### src/design/sadc_regs.svh
// Register offsets, field positions, reset values and timing counts of the converter sequencer.
`ifndef SADC_REGS_SVH
`define SADC_REGS_SVH
// Byte addresses of the registers on the AXI4-Lite bus.
`define SADC_OFS_MODE 8'h00
`define SADC_OFS_MODE2 8'h04
`define SADC_OFS_RESH 8'h08
`define SADC_OFS_RESL 8'h0C
`define SADC_OFS_TRIM 8'h10
// Field positions in the converter mode register.
`define SADC_SEL_LSB 0
`define SADC_SEL_MSB 3
`define SADC_START_BIT 4
`define SADC_CONVERTER_STANDBY_BIT 5
`define SADC_DONE_BIT 6
// Field positions in the second mode register (hardware trigger enables).
`define SADC_TEN_LSB 0
`define SADC_TEN_MSB 3
// Reset values.
`define SADC_RST_SEL 4'h0
`define SADC_RST_TEN 4'h0
`define SADC_RST_TRIM 8'h00
// Address of the zero offset trim byte in option memory.
`define SADC_TRIM_OPT_ADDR 16'h1868
// AXI responses.
`define SADC_RESP_OKAY 2'h0
`define SADC_RESP_DECERR 2'h3
// Timing: system clock period in ns, converter clock period in ns and the derived divider.
`define SADC_CLK_NS 25
`define SADC_CONVERTER_CLOCK_NS 200
`define SADC_DIV_CYC (`SADC_CONVERTER_CLOCK_NS / `SADC_CLK_NS)
// Converter clocks per conversion, sampling clocks, first trial code.
`define SADC_CONV_CONVERTER_CLOCK 60
`define SADC_SAMPLE_CONVERTER_CLOCK 12
`define SADC_MSB_CODE 12'h800
`endif

### src/design/sadc_pkg.sv
// Types shared by the converter sequencer design.
`default_nettype none
package sadc_pkg;
  // Sequencer states.
  typedef enum logic [0:0] {
    SADC_IDLE = 1'b0,
    SADC_CONV = 1'b1
  } sadc_state_t;
  // Signals towards the analog multiplexer and comparator.
  typedef struct packed {
    logic powerdown;
    logic sample;
    logic [3:0] sel;
    logic [11:0] code;
  } sadc_ana_t;
endpackage
`default_nettype wire

### src/design/sadc_top.sv
// Successive-approximation converter sequencer with an AXI4-Lite register slave.
`timescale 1ns/1ps
`default_nettype none
`include "sadc_regs.svh"
module sadc_top #(
  parameter logic [7:0] TRIM_VALUE = `SADC_RST_TRIM
) (
  input wire logic aclk,
  input wire logic aresetn,
  input wire logic [7:0] awaddr,
  input wire logic awvalid,
  output logic awready,
  input wire logic [31:0] wdata,
  input wire logic [3:0] wstrb,
  input wire logic wvalid,
  output logic wready,
  output logic [1:0] bresp,
  output logic bvalid,
  input wire logic bready,
  input wire logic [7:0] araddr,
  input wire logic arvalid,
  output logic arready,
  output logic [31:0] rdata,
  output logic [1:0] rresp,
  output logic rvalid,
  input wire logic rready,
  input wire logic cmp_in,
  input wire logic [3:0] trig_in,
  output var sadc_pkg::sadc_ana_t ana_out,
  output logic conv_irq
);
  // Bus handshake and register state.
  logic awready_ff, wready_ff, bvalid_ff, arready_ff, rvalid_ff;
  logic nxt_awready, nxt_wready, nxt_bvalid, nxt_arready, nxt_rvalid;
  logic [1:0] bresp_ff, rresp_ff, nxt_bresp, nxt_rresp;
  logic [31:0] rdata_ff, nxt_rdata;
  logic [3:0] sel_ff, nxt_sel; // Channel select field.
  logic converter_standby_ff, nxt_converter_standby; // Standby bit.
  logic [3:0] ten_ff, nxt_ten; // Hardware trigger enables.
  // Conversion state.
  sadc_pkg::sadc_state_t st_ff, nxt_st;
  sadc_pkg::sadc_ana_t ana_ff, nxt_ana;
  logic start_ff, nxt_start; // Start bit, high while a conversion runs.
  logic done_ff, nxt_done; // Completion flag.
  logic irq_ff, nxt_irq; // One-cycle interrupt request.
  logic [11:0] res_ff, nxt_res; // Result word.
  logic [5:0] cnt_ff, nxt_cnt; // Converter clocks elapsed.
  logic [2:0] div_ff, nxt_div; // Converter clock divider.
  // Input synchronisers for the comparator and the triggers.
  logic [4:0] syn1_ff, syn2_ff, syn3_ff, filt_ff, nxt_filt;
  // Decoded bus and trigger events, converter clock tick and bit-decision helpers.
  logic wr_go, rd_go, sw_go, hw_go, tick;
  logic [5:0] ph;
  logic [3:0] bidx;
  logic [11:0] dec;

  assign wr_go = awready_ff && awvalid && wvalid;
  assign rd_go = arready_ff && arvalid;
  assign tick = (div_ff == 3'(`SADC_DIV_CYC - 1));

  // Bus next-state logic: accepts address and data together, answers one cycle later.
  always_comb begin
    nxt_awready = 1'b0;
    nxt_wready = 1'b0;
    nxt_bvalid = bvalid_ff;
    nxt_bresp = bresp_ff;
    nxt_arready = 1'b0;
    nxt_rvalid = rvalid_ff;
    nxt_rresp = rresp_ff;
    nxt_rdata = rdata_ff;
    nxt_sel = sel_ff;
    nxt_converter_standby = converter_standby_ff;
    nxt_ten = ten_ff;
    // Write response leaves once the master takes it.
    if (bvalid_ff && bready) begin
      nxt_bvalid = 1'b0;
    end
    // Both write channels are taken in the same cycle, only with no answer pending.
    if (awvalid && wvalid && !awready_ff && !bvalid_ff) begin
      nxt_awready = 1'b1;
      nxt_wready = 1'b1;
    end
    if (wr_go) begin
      nxt_bvalid = 1'b1;
      nxt_bresp = `SADC_RESP_OKAY;
      case (awaddr)
        `SADC_OFS_MODE: begin
          if (wstrb[0]) begin
            nxt_sel = wdata[`SADC_SEL_MSB:`SADC_SEL_LSB];
            nxt_converter_standby = wdata[`SADC_CONVERTER_STANDBY_BIT];
          end
        end
        `SADC_OFS_MODE2: begin
          if (wstrb[0]) begin
            nxt_ten = wdata[`SADC_TEN_MSB:`SADC_TEN_LSB];
          end
        end
        `SADC_OFS_RESH, `SADC_OFS_RESL, `SADC_OFS_TRIM: begin
          nxt_bresp = `SADC_RESP_OKAY;
        end
        default: begin
          nxt_bresp = `SADC_RESP_DECERR;
        end
      endcase
    end
    // Read answer leaves once the master takes it.
    if (rvalid_ff && rready) begin
      nxt_rvalid = 1'b0;
    end
    if (arvalid && !arready_ff && !rvalid_ff) begin
      nxt_arready = 1'b1;
    end
    if (rd_go) begin
      nxt_rvalid = 1'b1;
      nxt_rresp = `SADC_RESP_OKAY;
      nxt_rdata = 32'h0000_0000;
      case (araddr)
        `SADC_OFS_MODE: begin
          nxt_rdata[`SADC_SEL_MSB:`SADC_SEL_LSB] = sel_ff;
          nxt_rdata[`SADC_START_BIT] = start_ff;
          nxt_rdata[`SADC_CONVERTER_STANDBY_BIT] = converter_standby_ff;
          nxt_rdata[`SADC_DONE_BIT] = done_ff;
        end
        `SADC_OFS_MODE2: begin
          nxt_rdata[`SADC_TEN_MSB:`SADC_TEN_LSB] = ten_ff;
        end
        `SADC_OFS_RESH: begin
          nxt_rdata[7:0] = res_ff[11:4];
        end
        `SADC_OFS_RESL: begin
          nxt_rdata[3:0] = res_ff[3:0];
        end
        `SADC_OFS_TRIM: begin
          nxt_rdata[7:0] = TRIM_VALUE;
        end
        default: begin
          nxt_rresp = `SADC_RESP_DECERR;
        end
      endcase
    end
  end

  // Bus and register flip-flops.
  always_ff @(posedge aclk) begin
    if (!aresetn) begin
      awready_ff <= 1'b0;
      wready_ff <= 1'b0;
      bvalid_ff <= 1'b0;
      bresp_ff <= `SADC_RESP_OKAY;
      arready_ff <= 1'b0;
      rvalid_ff <= 1'b0;
      rresp_ff <= `SADC_RESP_OKAY;
      rdata_ff <= 32'h0000_0000;
      sel_ff <= `SADC_RST_SEL;
      converter_standby_ff <= 1'b0;
      ten_ff <= `SADC_RST_TEN;
    end else begin
      awready_ff <= nxt_awready;
      wready_ff <= nxt_wready;
      bvalid_ff <= nxt_bvalid;
      bresp_ff <= nxt_bresp;
      arready_ff <= nxt_arready;
      rvalid_ff <= nxt_rvalid;
      rresp_ff <= nxt_rresp;
      rdata_ff <= nxt_rdata;
      sel_ff <= nxt_sel;
      converter_standby_ff <= nxt_converter_standby;
      ten_ff <= nxt_ten;
    end
  end

  // A filtered input follows only once the second and third stages agree.
  always_comb begin
    nxt_filt = (syn2_ff & syn3_ff) | (filt_ff & (syn2_ff ^ syn3_ff));
  end

  // Three-stage synchronisers; bit 0 is the comparator, bits 4..1 the triggers.
  always_ff @(posedge aclk) begin
    if (!aresetn) begin
      syn1_ff <= 5'h00;
      syn2_ff <= 5'h00;
      syn3_ff <= 5'h00;
      filt_ff <= 5'h00;
    end else begin
      syn1_ff <= {trig_in, cmp_in};
      syn2_ff <= syn1_ff;
      syn3_ff <= syn2_ff;
      filt_ff <= nxt_filt;
    end
  end

  // Software start is taken with the mode write itself, unless it also enters standby.
  assign sw_go = wr_go && (awaddr == `SADC_OFS_MODE) && wstrb[0] && wdata[`SADC_START_BIT]
    && !wdata[`SADC_CONVERTER_STANDBY_BIT];
  // A rising trigger starts a conversion when its enable is set.
  assign hw_go = |(nxt_filt[4:1] & ~filt_ff[4:1] & ten_ff);

  // Conversion next-state logic: sampling, then one bit per four converter clocks.
  always_comb begin
    nxt_st = st_ff;
    nxt_ana = ana_ff;
    nxt_start = start_ff;
    nxt_done = done_ff;
    nxt_irq = 1'b0;
    nxt_res = res_ff;
    nxt_cnt = cnt_ff;
    nxt_div = tick ? 3'h0 : 3'(div_ff + 3'h1);
    ph = 6'(cnt_ff - 6'(`SADC_SAMPLE_CONVERTER_CLOCK));
    bidx = 4'(4'hB - ph[5:2]);
    dec = ana_ff.code;
    dec[bidx] = filt_ff[0];
    if (bidx != 4'h0) begin
      dec[4'(bidx - 4'h1)] = 1'b1;
    end
    if (nxt_converter_standby) begin
      // Standby aborts any conversion and powers the converter down.
      nxt_st = sadc_pkg::SADC_IDLE;
      nxt_start = 1'b0;
      nxt_ana.powerdown = 1'b1;
      nxt_ana.sample = 1'b0;
    end else begin
      nxt_ana.powerdown = 1'b0;
      case (st_ff)
        sadc_pkg::SADC_IDLE: begin
          if (sw_go || hw_go) begin
            nxt_st = sadc_pkg::SADC_CONV;
            nxt_cnt = 6'h00;
            nxt_start = 1'b1;
            nxt_done = 1'b0;
            nxt_ana.sel = nxt_sel;
            nxt_ana.sample = 1'b1;
            nxt_ana.code = 12'h000;
          end
        end
        sadc_pkg::SADC_CONV: begin
          if (tick) begin
            nxt_cnt = 6'(cnt_ff + 6'h01);
            if (cnt_ff == 6'(`SADC_SAMPLE_CONVERTER_CLOCK - 1)) begin
              nxt_ana.sample = 1'b0;
              nxt_ana.code = `SADC_MSB_CODE;
            end else if (cnt_ff >= 6'(`SADC_SAMPLE_CONVERTER_CLOCK) && ph[1:0] == 2'h3) begin
              nxt_ana.code = dec;
            end
            if (cnt_ff == 6'(`SADC_CONV_CONVERTER_CLOCK - 1)) begin
              nxt_st = sadc_pkg::SADC_IDLE;
              nxt_res = dec;
              nxt_done = 1'b1;
              nxt_irq = 1'b1;
              nxt_start = 1'b0;
              nxt_ana.code = 12'h000;
            end
          end
        end
        default: begin
          nxt_st = sadc_pkg::SADC_IDLE;
        end
      endcase
    end
  end

  // Conversion flip-flops.
  always_ff @(posedge aclk) begin
    if (!aresetn) begin
      st_ff <= sadc_pkg::SADC_IDLE;
      ana_ff <= '0;
      start_ff <= 1'b0;
      done_ff <= 1'b0;
      irq_ff <= 1'b0;
      res_ff <= 12'h000;
      cnt_ff <= 6'h00;
      div_ff <= 3'h0;
    end else begin
      st_ff <= nxt_st;
      ana_ff <= nxt_ana;
      start_ff <= nxt_start;
      done_ff <= nxt_done;
      irq_ff <= nxt_irq;
      res_ff <= nxt_res;
      cnt_ff <= nxt_cnt;
      div_ff <= nxt_div;
    end
  end

  assign awready = awready_ff;
  assign wready = wready_ff;
  assign bvalid = bvalid_ff;
  assign bresp = bresp_ff;
  assign arready = arready_ff;
  assign rvalid = rvalid_ff;
  assign rresp = rresp_ff;
  assign rdata = rdata_ff;
  assign ana_out = ana_ff;
  assign conv_irq = irq_ff;

  // Cycles spent converting, read only by the checks below.
  logic [9:0] hlp_cyc_ff;
  always_ff @(posedge aclk) begin
    if (!aresetn || st_ff != sadc_pkg::SADC_CONV) begin
      hlp_cyc_ff <= 10'h000;
    end else begin
      hlp_cyc_ff <= 10'(hlp_cyc_ff + 10'h001);
    end
  end

  // Checks on the conversion sequence.
  a_conv_length: assert property (@(posedge aclk) disable iff (!aresetn)
    $rose(done_ff) |-> ($past(hlp_cyc_ff) >= 10'h1D8 && $past(hlp_cyc_ff) <= 10'h1DF))
    else $error("Conversion length is not sixty converter clocks.");
  a_done_busy_zero: assert property (@(posedge aclk) disable iff (!aresetn)
    st_ff == sadc_pkg::SADC_CONV |-> !done_ff)
    else $error("Completion flag high during conversion.");
  a_irq_with_done: assert property (@(posedge aclk) disable iff (!aresetn)
    irq_ff |-> $rose(done_ff) && st_ff == sadc_pkg::SADC_IDLE)
    else $error("Interrupt without completion.");
  a_start_self_clear: assert property (@(posedge aclk) disable iff (!aresetn)
    $rose(done_ff) |-> !start_ff && $past(start_ff))
    else $error("Start bit not cleared at completion.");
  a_result_bits: assert property (@(posedge aclk) disable iff (!aresetn)
    $rose(done_ff) |-> res_ff[11:1] == $past(ana_ff.code[11:1]) && res_ff[0] == $past(filt_ff[0]))
    else $error("Result does not match the decided bits.");
  a_converter_standby_holds_off: assert property (@(posedge aclk) disable iff (!aresetn)
    converter_standby_ff |-> st_ff == sadc_pkg::SADC_IDLE && ana_ff.powerdown)
    else $error("Converter active in standby.");
  a_chan_routed: assert property (@(posedge aclk) disable iff (!aresetn)
    $rose(st_ff == sadc_pkg::SADC_CONV) |-> ana_ff.sel == sel_ff && ana_ff.sample)
    else $error("Wrong channel routed at start.");
  a_sw_start: assert property (@(posedge aclk) disable iff (!aresetn)
    sw_go && st_ff == sadc_pkg::SADC_IDLE |=> st_ff == sadc_pkg::SADC_CONV && start_ff)
    else $error("Software start not taken.");
  a_hw_start: assert property (@(posedge aclk) disable iff (!aresetn)
    hw_go && !nxt_converter_standby && st_ff == sadc_pkg::SADC_IDLE |=> st_ff == sadc_pkg::SADC_CONV)
    else $error("Trigger start not taken.");
  c_conv_done: cover property (@(posedge aclk) disable iff (!aresetn) $rose(done_ff));
  c_hw_started: cover property (@(posedge aclk) disable iff (!aresetn)
    hw_go && st_ff == sadc_pkg::SADC_IDLE);
  c_converter_standby_abort: cover property (@(posedge aclk) disable iff (!aresetn)
    st_ff == sadc_pkg::SADC_CONV && nxt_converter_standby);
endmodule
`default_nettype wire

### config.mk
export PLATFORM = sky130hd
export DESIGN_NAME = sadc_top
export DESIGN_NICKNAME = d
export VERILOG_FILES = /design/src/design/sadc_pkg.sv /design/src/design/sadc_top.sv
export VERILOG_INCLUDE_DIRS = /design/src /design/src/design
export SDC_FILE = /design/constraint.sdc
export NUM_CORES = 1
export LEC_CHECK = 0
export BUFFER_PORTS_ARGS = -buffer_cell sky130_fd_sc_hd__clkbuf_2
export CAP_MARGIN = 15
export CORE_MARGIN = 5
export CORE_UTILIZATION = 35
export DETAILED_ROUTE_END_ITERATION = 8
export SLEW_MARGIN = 20
export SYNTH_ARGS = -nofsm -noshare
export SYNTH_HDL_FRONTEND = slang
export SYNTH_SLANG_ARGS = --single-unit
### constraint.sdc
create_clock -name aclk -period 3 [get_ports aclk]
set_input_delay 0.6 -clock aclk [delete_from_list [all_inputs] [get_ports aclk]]
set_output_delay 0.6 -clock aclk [all_outputs]
set_load 0.01 [all_outputs]
# == Yosys cells after proc, flatten, opt, wreduce, memory -nomap -nowiden ==
# Cells that the tools add are included.
# classes
addsub,5
n_lt_le_gt_ge,5
eq_ne,17
mux,49
bitwise,12
reduce_logical,42
# ops
operator,n
$mux W12,5
$eq A8 B4 Y1 const B,4
$mux W1,24
$pmux W12 S2,1
$logic_and A1 B1 Y1,17
$mux W17,1
$eq A8 B3 Y1 const B,2
$eq A8 B5 Y1 const B,2
$logic_not A8 Y1,2
$pmux W4 S4,1
$reduce_and A3 Y1,5
$bwmux W12,1
$mux W4,3
$mux W6,2
$or A12 B12 Y12,1
$pmux W6 S2,1
$reduce_and A4 Y1,3
$and A5 B5 Y5,2
$lt A4 B5 Y1 const B,2
$reduce_or A5 Y1,2
$and A4 B4 Y4,2
$demux W1 S4,2
$ge A4 B1 Y1 const B,2
$pmux W1 S2,4
25 further kinds,39
# totals
ff_bits,88
output_inout_bits,60
word_cells,155

# == Logic depth before layout (Yosys ltp) ==
# Gate-level depths: netlist of the first run.
# logic_depth
ltp_word,14
ltp_mapped,11
depth_no_buf,9

# == Least setup slack after synthesis of the first run ==
# No wires, ideal clock.
# synth_timing
kind,in2reg
from,input port awaddr[4]
to,register ana_ff (netlist bit ana_out[10])
setup_ns,0.074
arrival_time_ns,2.788
setup_slack_ns,0.139
cell_stages,7
path_cell_list,or4_4 -> or4_4 -> buf_6 -> a21o_1 -> or4_4 -> buf_6 -> o22ai_2
# synth_via
elab_chain_len,8
word_cells_on_any_way,11
classes_between,eq/ne: 1; mux: 2; bitwise: 1; reduce/logical: 7
# synth_lines
element,line,rtl
from (decl),sadc_top.sv:10,"input wire logic [7:0] awaddr,"
$logic_not A8 Y1 (*),sadc_top.sv:86,case (awaddr)
$logic_and A1 B1 Y1 (4 in series),sadc_top.sv:193,assign sw_go = wr_go && (awaddr == `SADC_OFS_MODE) && wstrb[0] && wdata[`SADC_START_BIT]
$logic_or A1 B1 Y1,sadc_top.sv:225,if (sw_go || hw_go) begin
$ne A2 B2 Y1 (no line),n/a,
$reduce_and A4 Y1 (no line) (*),n/a,
to (signal assigned),sadc_top.sv:274,ana_ff <= nxt_ana;
to (decl),sadc_top.sv:42,"sadc_pkg::sadc_ana_t ana_ff, nxt_ana;"
# Mark *: on every way between the ends. The rest lies on a longest branch, timed or not.
# A chain may end at the register's enable or synchronous reset.

# == Worst setup path after layout of the first run ==
# layout_timing
from,register cnt_ff[2]
to,register ana_ff (netlist bit ana_out[7])
# layout_via
elab_chain_len,14
word_cells_on_any_way,28
classes_between,add/sub: 3; order compare: 5; eq/ne: 3; mux: 11; bitwise: 1; reduce/logical: 5
# layout_lines
element,line,rtl
from (decl),sadc_top.sv:47,"logic [5:0] cnt_ff, nxt_cnt;"
from (signal assigned),sadc_top.sv:279,cnt_ff <= nxt_cnt;
$sub A6 B4 Y6,sadc_top.sv:208,ph = 6'(cnt_ff - 6'(`SADC_SAMPLE_CONVERTER_CLOCK));
$sub A4 B4 Y4,sadc_top.sv:209,bidx = 4'(4'hB - ph[5:2]);
$sub A4 B1 Y4 (tied with other cells),sadc_top.sv:213,dec[4'(bidx - 4'h1)] = 1'b1;
$lt A4 B5 Y1 (not written as such) (tied with other cells),sadc_top.sv:213,
$logic_and A1 B1 Y1 (not written as such) or $mux W1 (tied branches),"sadc_top.sv:213, sadc_top.sv:211",
$mux W1 (not written as such) or $demux W1 S4 (tied branches),"sadc_top.sv:213, sadc_top.sv:211",
$demux W1 S4 or $bwmux W12 (tied branches),"sadc_top.sv:213, sadc_top.sv:211",
$or A12 B12 Y12 (no line),n/a,
$mux W12,sadc_top.sv:212,if (bidx != 4'h0) begin
$mux W12,sadc_top.sv:241,end else if (cnt_ff >= 6'(`SADC_SAMPLE_CONVERTER_CLOCK) && ph[1:0] == 2'h3) begin
$mux W12,sadc_top.sv:238,if (cnt_ff == 6'(`SADC_SAMPLE_CONVERTER_CLOCK - 1)) begin
$mux W12,sadc_top.sv:244,if (cnt_ff == 6'(`SADC_CONV_CONVERTER_CLOCK - 1)) begin
$mux W12,sadc_top.sv:236,if (tick) begin
$pmux W12 S2,sadc_top.sv:223,case (st_ff)
# Several ways; a longest one is shown, not always the timed one. The select of a mux whose other input is x is not followed.

==> summary.txt, run 1 <==
Finish
  – Leading cell type in the layout, fill and taps excluded: dfxtp_1
  – Ant. Diodes: 0
  – P&R area growth vs syn: 18.0%
  – Post-route cell area: 0.00503 mm^2
  – Final nets: 625
  – Most frequent cells in the layout: dfxtp_1, clkbuf_2, a21oi_1, nand2_1
  – # fillers: 1,185
  – Fraction of layout cells with a size suffix above 1: ~25%

Detailed routing
  – Routed wire per std cell: 15.3 um
  – Via Count: 3,571
  – Routed Antenna Nets: 0
  – Vias per Instance: between 5 and 6
  – Post-Route WL: 10.6 mm
  – Pre-antenna DRT Iters: 4
  – DRT iter0 DRCs: roughly 160
  – # DRC: 0

Critical path
  – Nature of the critical path endpoint: register
  – Max incr delay on CP: 0.55 ns
  – Worst-path maximum fanout: 12
  – Slowest-stage cell, CP: dfxtp_1
  – WS Path Type: reg -> reg
  – Worst r2r src: cnt_ff[2]
  – Buffers & Inverters on Critical Path: 2
  – Critical path, cell by cell: a21oi_1, xnor2_1, inv_1, ha_1, inv_1, xnor2_1, o21ai_0, or3b_2, mux2i_1
  – Reg-to-reg slack, setup: 0.31 ns
  – R2r endpoint: ana_out[7]
  – CP required: roughly 3.3 ns
  – CP startpoint kind: register
  – CP top delay family: flip-flops
  – Crit path arrival time: 2.96 ns
  – FF-to-FF path depth: 9

Run
  – Max_cap viols: 0

Yosys
  – Post-synth EDFFs: 0
  – Post-synth ARST share: 0%
  – Seq/Total Area, Yosys: between 30% and 40%
  – Post-Synthesis Cell Area: 0.00427 mm^2
  – Yosys cell types: 55
  – Synth warn: 0
  – Synthesized area per cell: 9.00 um^2
  – FF+latch count, synth: 85
  – Gate Count Post-Synth: 474
  – Top FF cell, synth: dfxtp_1

Floorplanning
  – Io pins: 124
  – Site Rows: 40
  – Starting Density: 35.7%
  – Die area: 0.0145 mm^2
  – Area of the core: 0.0120 mm^2
  – Die width: 120 um
  – DIE HEIGHT: 120 um

Clock network
  – H-tree Lvls: 3
  – Post_cts resized: 0
  – Clock-pin slew on the worst setup and hold paths: 0.06 ns
  – CTS tree: built
  – Hold Buf Count CTS: 0
  – Clock latency on the worst-skew pair: 0.34 ns
  – Clk sink count: 85
  – Clock Tree Root: clkbuf_16
  – Max clock buf depth: 2
  – Postcts setup bufs: 0
  – CTS Buf Count: 9

Min path
  – Hold Crit Start: syn1_ff[0]
  – Hold Crit Depth: 1
  – Worst Hold Class: reg -> reg
  – Hold Path Sink: syn2_ff[0]

Timing
  – Period utilisation layout: 89.7%
  – Final setup violation count: 0
  – FMAX: roughly 370 MHz
  – Clock skew: 0.00476 ns
  – Final min period: 2.69 ns
  – Final setup TNS: 0 ns
  – Slew @ Worst Pin: between 0.6 and 0.7 ns
  – Final worst setup slack: 0.308 ns
  – Final hold violation count: 0
  – Max-slew headroom: 57.9%
  – Max Slew Vio Count: 0
  – RSZ-0062 raised after global routing: no

Placed design
  – Post-DP Area: 0.00472 mm^2
  – DP Wirelength: 7.79 mm
  – Placement Setup Slack: approximately 0.044 ns
  – Final GP Congestion: 0.894
  – IO Port Bufs: 70

GRT
  – Initial antenna violation count: 0
  – Total Routing Usage GR: around 15%
  – Largest net degree at the start of global routing: 44
  – Wire length of the first global-routing pass: 17.5 mm
  – Grt ovf: 0
  – Number of global-route vias before repair: between 3,000 and 4,000

Power and ir drop
  – PD cells: 477 mW/mm^2
  – Peak VDD IR: 0.280 mV
  – Pwr Total: 2.40 mW
  – Pleak: ~2.2 nW

Outcome
  – Outcome: finished, final reports clean
per-layer routing:
layer	global-route usage, %	part of all wire [%]	up-vias	routed length, um
met3	4.26	6.9	10	729
met5	0	0	-	0
met1	20.3	47	1662	4990
met2	23.4	45	113	4770
li1	-	-	1786	-
met4	4.46	0.97	0	103
state kept, by name, indices dropped and copies added, names as in the netlist, 3 cells and up:
| name | flops |
|---|---|
| filt_ff | 5 |
| syn2_ff | 5 |
| syn3_ff | 5 |
| rdata | 8 |
| div_ff | 3 |
| cnt_ff | 6 |
| sel_ff | 4 |
| syn1_ff | 5 |
| res_ff | 12 |
| ana_out | 17 |
| ten_ff | 4 |
cell families (layout without fill, tap and decap cells):
logic type      after synthesis  after routing  synth area share, %
fa+ha+maj                    19             19                 5.57
compound gates              118            118                 18.4
simple gates                153            153                 19.2
flops                        85             85                 39.9
other cells                   1             24               0.0879
buf+inv                      69            119                 8.94
xor+xnor                      4              4                0.821
mux                          25             25                 7.13
Yosys cell counts, drive strengths merged (3+ instances only):
cell type	instances	share of area [%]
nand2b	6	0.88
or2	4	0.59
a211oi	3	0.53
and2	16	2.3
nor2	24	2.1
o21ai	24	2.8
and3	5	0.73
or4	11	2.2
o31ai	4	0.70
mux2i	18	4.2
o41ai	4	0.82
nand3	14	1.6
nor2b	3	0.44
nand2	41	3.6
a21oi	41	4.8
buf	33	5.8
nand3b	4	0.70
a31oi	10	1.5
ha	19	5.6
dfxtp	85	40
o22ai	10	2.9
inv	12	1.1
a311oi	5	1.0
nor3	4	0.47
mux2	3	0.79
nor4	4	0.59
nor3b	5	0.88
clkbuf	23	2.0
nand4	6	0.88
mux4	4	2.1
a22oi	3	0.53
stage by stage:
stage	cells	hold slack, ns	utilization, %
floorplan	497	0.408	-
global placement	678	0.414	39.5
detailed placement	678	0.420	39.5
CTS	694	0.434	42.1
global route	694	0.455	42.1
finish	694	0.433	42.1
final cells by class:
class | instances | area [um^2] | area share, %
clock inverters | 6 | 68.8 | 1.37
flip-flops and latches | 85 | 1700 | 33.8
repair buffers | 90 | 513 | 10.2
clock buffers | 10 | 239 | 4.75
inverters | 13 | 48.8 | 0.969
well taps | 147 | 184 | 3.65
multi-input cells | 343 | 2280 | 45.3
how the worst max path moves through the flow:
stage / start / to / slack, ns / cells past startpoint
finish: cnt_ff[2] / ana_out[7] / 0.31 / 9
global route: cnt_ff[2] / res_ff[0] / 0.07 / 9
CTS: cnt_ff[2] / ana_out[7] / 0.29 / 9
detailed placement: awaddr[4] / ana_out[10] / 0.04 / 6
global placement: awaddr[4] / ana_out[2] / 0.06 / 6
floorplan: awaddr[4] / ana_out[10] / 0.14 / 7
power breakdown:
group          total [mW]  internal (mW)  switching [mW]
clock                1.15          0.675           0.475
combinational       0.101         0.0387          0.0620
sequential           1.15           1.14         0.00626
No activity file was read; power rests on OpenSTA's default activity.
==> run 2: changes to the inputs <==
- CORE_MARGIN: 5 -> default
==> summary.txt, run 2 (synthesis gave the netlist of run 1 again) <==
Detailed routing
  – Post-Route WL: 10.3 mm (was 10.6 mm)
  – Vias per Instance: 5.15 (about the same)
  – Pre-antenna DRT Iters: 4 (unchanged)
  – Via Count: 3,566 (was 3,571)
  – # DRC: 0 (unchanged)
  – Routed Antenna Nets: 0 (unchanged)
  – Routed wire per std cell: 14.9 um (was 15.3 um)
  – DRT iter0 DRCs: 222 (was 161)

Critical path
  – Max incr delay on CP: 0.54 ns (was 0.55 ns)
  – CP required: 3.27 ns (about the same)
  – Buffers & Inverters on Critical Path: 2 (unchanged)
  – CP startpoint kind: register (unchanged)
  – Critical path, cell by cell: buf_4, inv_1, ha_1, nor2b_1, nand2_1, o21ai_0, or3b_2, mux2i_1 (was a21oi_1, xnor2_1, inv_1, ha_1, inv_1, xnor2_1, o21ai_0, or3b_2, mux2i_1)
  – WS Path Type: reg -> reg (unchanged)
  – CP top delay family: simple AND/OR/NAND/NOR gates (was flip-flops)
  – Crit path arrival time: 2.88 ns (was 2.96 ns)
  – Slowest-stage cell, CP: ha_1 (was dfxtp_1)
  – Nature of the critical path endpoint: register (unchanged)
  – Worst-path maximum fanout: 18 (was 12)

Clock network
  – H-tree Lvls: 3 (unchanged)
  – Postcts setup bufs: 0 (unchanged)
  – Clock Tree Root: clkbuf_16 (unchanged)
  – Clock-pin slew on the worst setup and hold paths: 0.07 ns (was 0.06 ns)
  – CTS tree: built (unchanged)
  – Clk sink count: 85 (unchanged)
  – Post_cts resized: 0 (unchanged)
  – Clock latency on the worst-skew pair: 0.33 ns (was 0.34 ns)
  – CTS Buf Count: 9 (unchanged)
  – Hold Buf Count CTS: 0 (unchanged)
  – Max clock buf depth: 2 (unchanged)

Timing
  – Slew @ Worst Pin: 0.684 ns (was 0.628 ns)
  – Final setup violation count: 0 (unchanged)
  – Final hold violation count: 0 (unchanged)
  – Clock skew: 0.00691 ns (was 0.00476 ns)
  – Max-slew headroom: 54.1% (was 57.9%)
  – Max Slew Vio Count: 0 (unchanged)
  – Final min period: 2.61 ns (was 2.69 ns)
  – FMAX: 383 MHz (was 372 MHz)
  – Period utilisation layout: 87.0% (was 89.7%)
  – Final setup TNS: 0 ns (unchanged)
  – RSZ-0062 raised after global routing: no (unchanged)

Floorplanning
  – DIE HEIGHT: 112 um (was 120 um)
  – Io pins: 124 (unchanged)
  – Site Rows: 39 (was 40)
  – Die width: 112 um (was 120 um)
  – Area of the core: 0.0117 mm^2 (was 0.0120 mm^2)
  – Die area: 0.0126 mm^2 (was 0.0145 mm^2)
  – Starting Density: 36.6% (was 35.7%)

Finish
  – Final nets: 627 (was 625)
  – Final Util: 43.2% (was 42.1%)
  – Most frequent cells in the layout: dfxtp_1, clkbuf_2, a21oi_1, nand2_1 (unchanged)
  – Ant. Diodes: 0 (unchanged)
  – Register area: 0.00170 mm^2 (unchanged)
  – P&R area growth vs syn: 18.1% (was 18.0%)
  – Fraction of layout cells with a size suffix above 1: 25.3% (was 25.0%)
  – Area of the multi-input gates: 0.00228 mm^2 (unchanged)
  – # fillers: 1,124 (was 1,185)
  – Leading cell type in the layout, fill and taps excluded: dfxtp_1 (unchanged)
  – Max reg flops: 17 (unchanged)

Min path
  – Worst Hold Class: reg -> reg (unchanged)

GRT
  – GR Layer Usage met3: 3.08% (was 4.26%)
  – Total Routing Usage GR: 16.8% (was 15.0%)
  – Number of global-route vias before repair: 3,360 (was 3,457)
  – Initial antenna violation count: 0 (unchanged)
  – Global Route met1 Usage: 22.8% (was 20.3%)
  – Largest net degree at the start of global routing: 44 (unchanged)
  – Met2 Use GR: 27.6% (was 23.4%)
  – Grt peak-use layer: met2 (unchanged)
  – Wire length of the first global-routing pass: 16.9 mm (was 17.5 mm)
  – Grt ovf: 0 (unchanged)

Power and ir drop
  – PD cells: 468 mW/mm^2 (was 477 mW/mm^2)
  – Pleak: 2.19 nW (was 2.18 nW)
  – Peak VDD IR: 0.372 mV (was 0.280 mV)

Placed design
  – DP Wirelength: 7.76 mm (was 7.79 mm)
  – Final GP Congestion: 0.843 (was 0.894)
  – IO Port Bufs: 70 (unchanged)

Outcome
  – Outcome: finished, final reports clean (unchanged)

Run
  – Max_cap viols: 0 (unchanged)
-- run 2: cell types whose count changed in the layout (fill, tap and decap cells not counted), sizes merged --
cell	delta
buf	+2
clkbuf	-1
bufinv	-1
inv	+2
-- run 2: per-stage QoR --
stage          hold WS [ns]  setup WS (ns)  area, um^2  total power [mW]  std cells
5_1_grt               0.453          0.233        5040              2.44        692
2_1_floorplan         0.408          0.139        4350              1.26        497
3_5_place_dp          0.418         0.0824        4730              1.27        676
4_1_cts               0.436          0.382        5030              2.38        692
3_3_place_gp          0.414          0.115        4730              1.27        676
6_report              0.433          0.389        5040              2.36        692
-- run 2: worst register-to-register path, delay by kind of cell (launching register included) --
family          cells  cell delay (ns)
compound gates      1             0.35
fa+ha+maj           1             0.54
simple gates        3             0.86
flops               1             0.34
mux                 1             0.13
buf+inv             2             0.32
-- run 2: metal layers --
layer,share of wire [%],wire (um)
met1,48,4950
met2,47,4840
met3,4.1,422
met4,0.67,69
met5,0,0
-- run 2: where the power goes --
| part | switching [mW] | leakage (nW) | internal (mW) |
|---|---|---|---|
| Clock | 0.518 | 0.149 | 0.592 |
| Sequential | 0.00655 | 0.688 | 1.14 |
| Combinational | 0.0602 | 1.35 | 0.0387 |
| Total | 0.584 | 2.19 | 1.77 |
-- run 2: cell type report --
class                   instances  area share [%]
clock buffers                   9            4.47
well taps                     143            3.55
repair buffers                 92            10.5
inverters                      13           0.968
flip-flops and latches         85            33.8
clock inverters                 7            1.51
multi-input cells             343            45.2
-- run 2: worst paths after layout --
| kind | from | to | slack [ns] | cells past startpoint |
|---|---|---|---|---|
| setup / recovery | cnt_ff[2] | ana_out[7] | 0.39 | 8 |
| hold / removal | div_ff[0] | div_ff[0] | 0.43 | 1 |
| setup reg to reg | cnt_ff[2] | ana_out[7] | 0.39 | 8 |
| hold reg to reg | div_ff[0] | div_ff[0] | 0.43 | 1 |
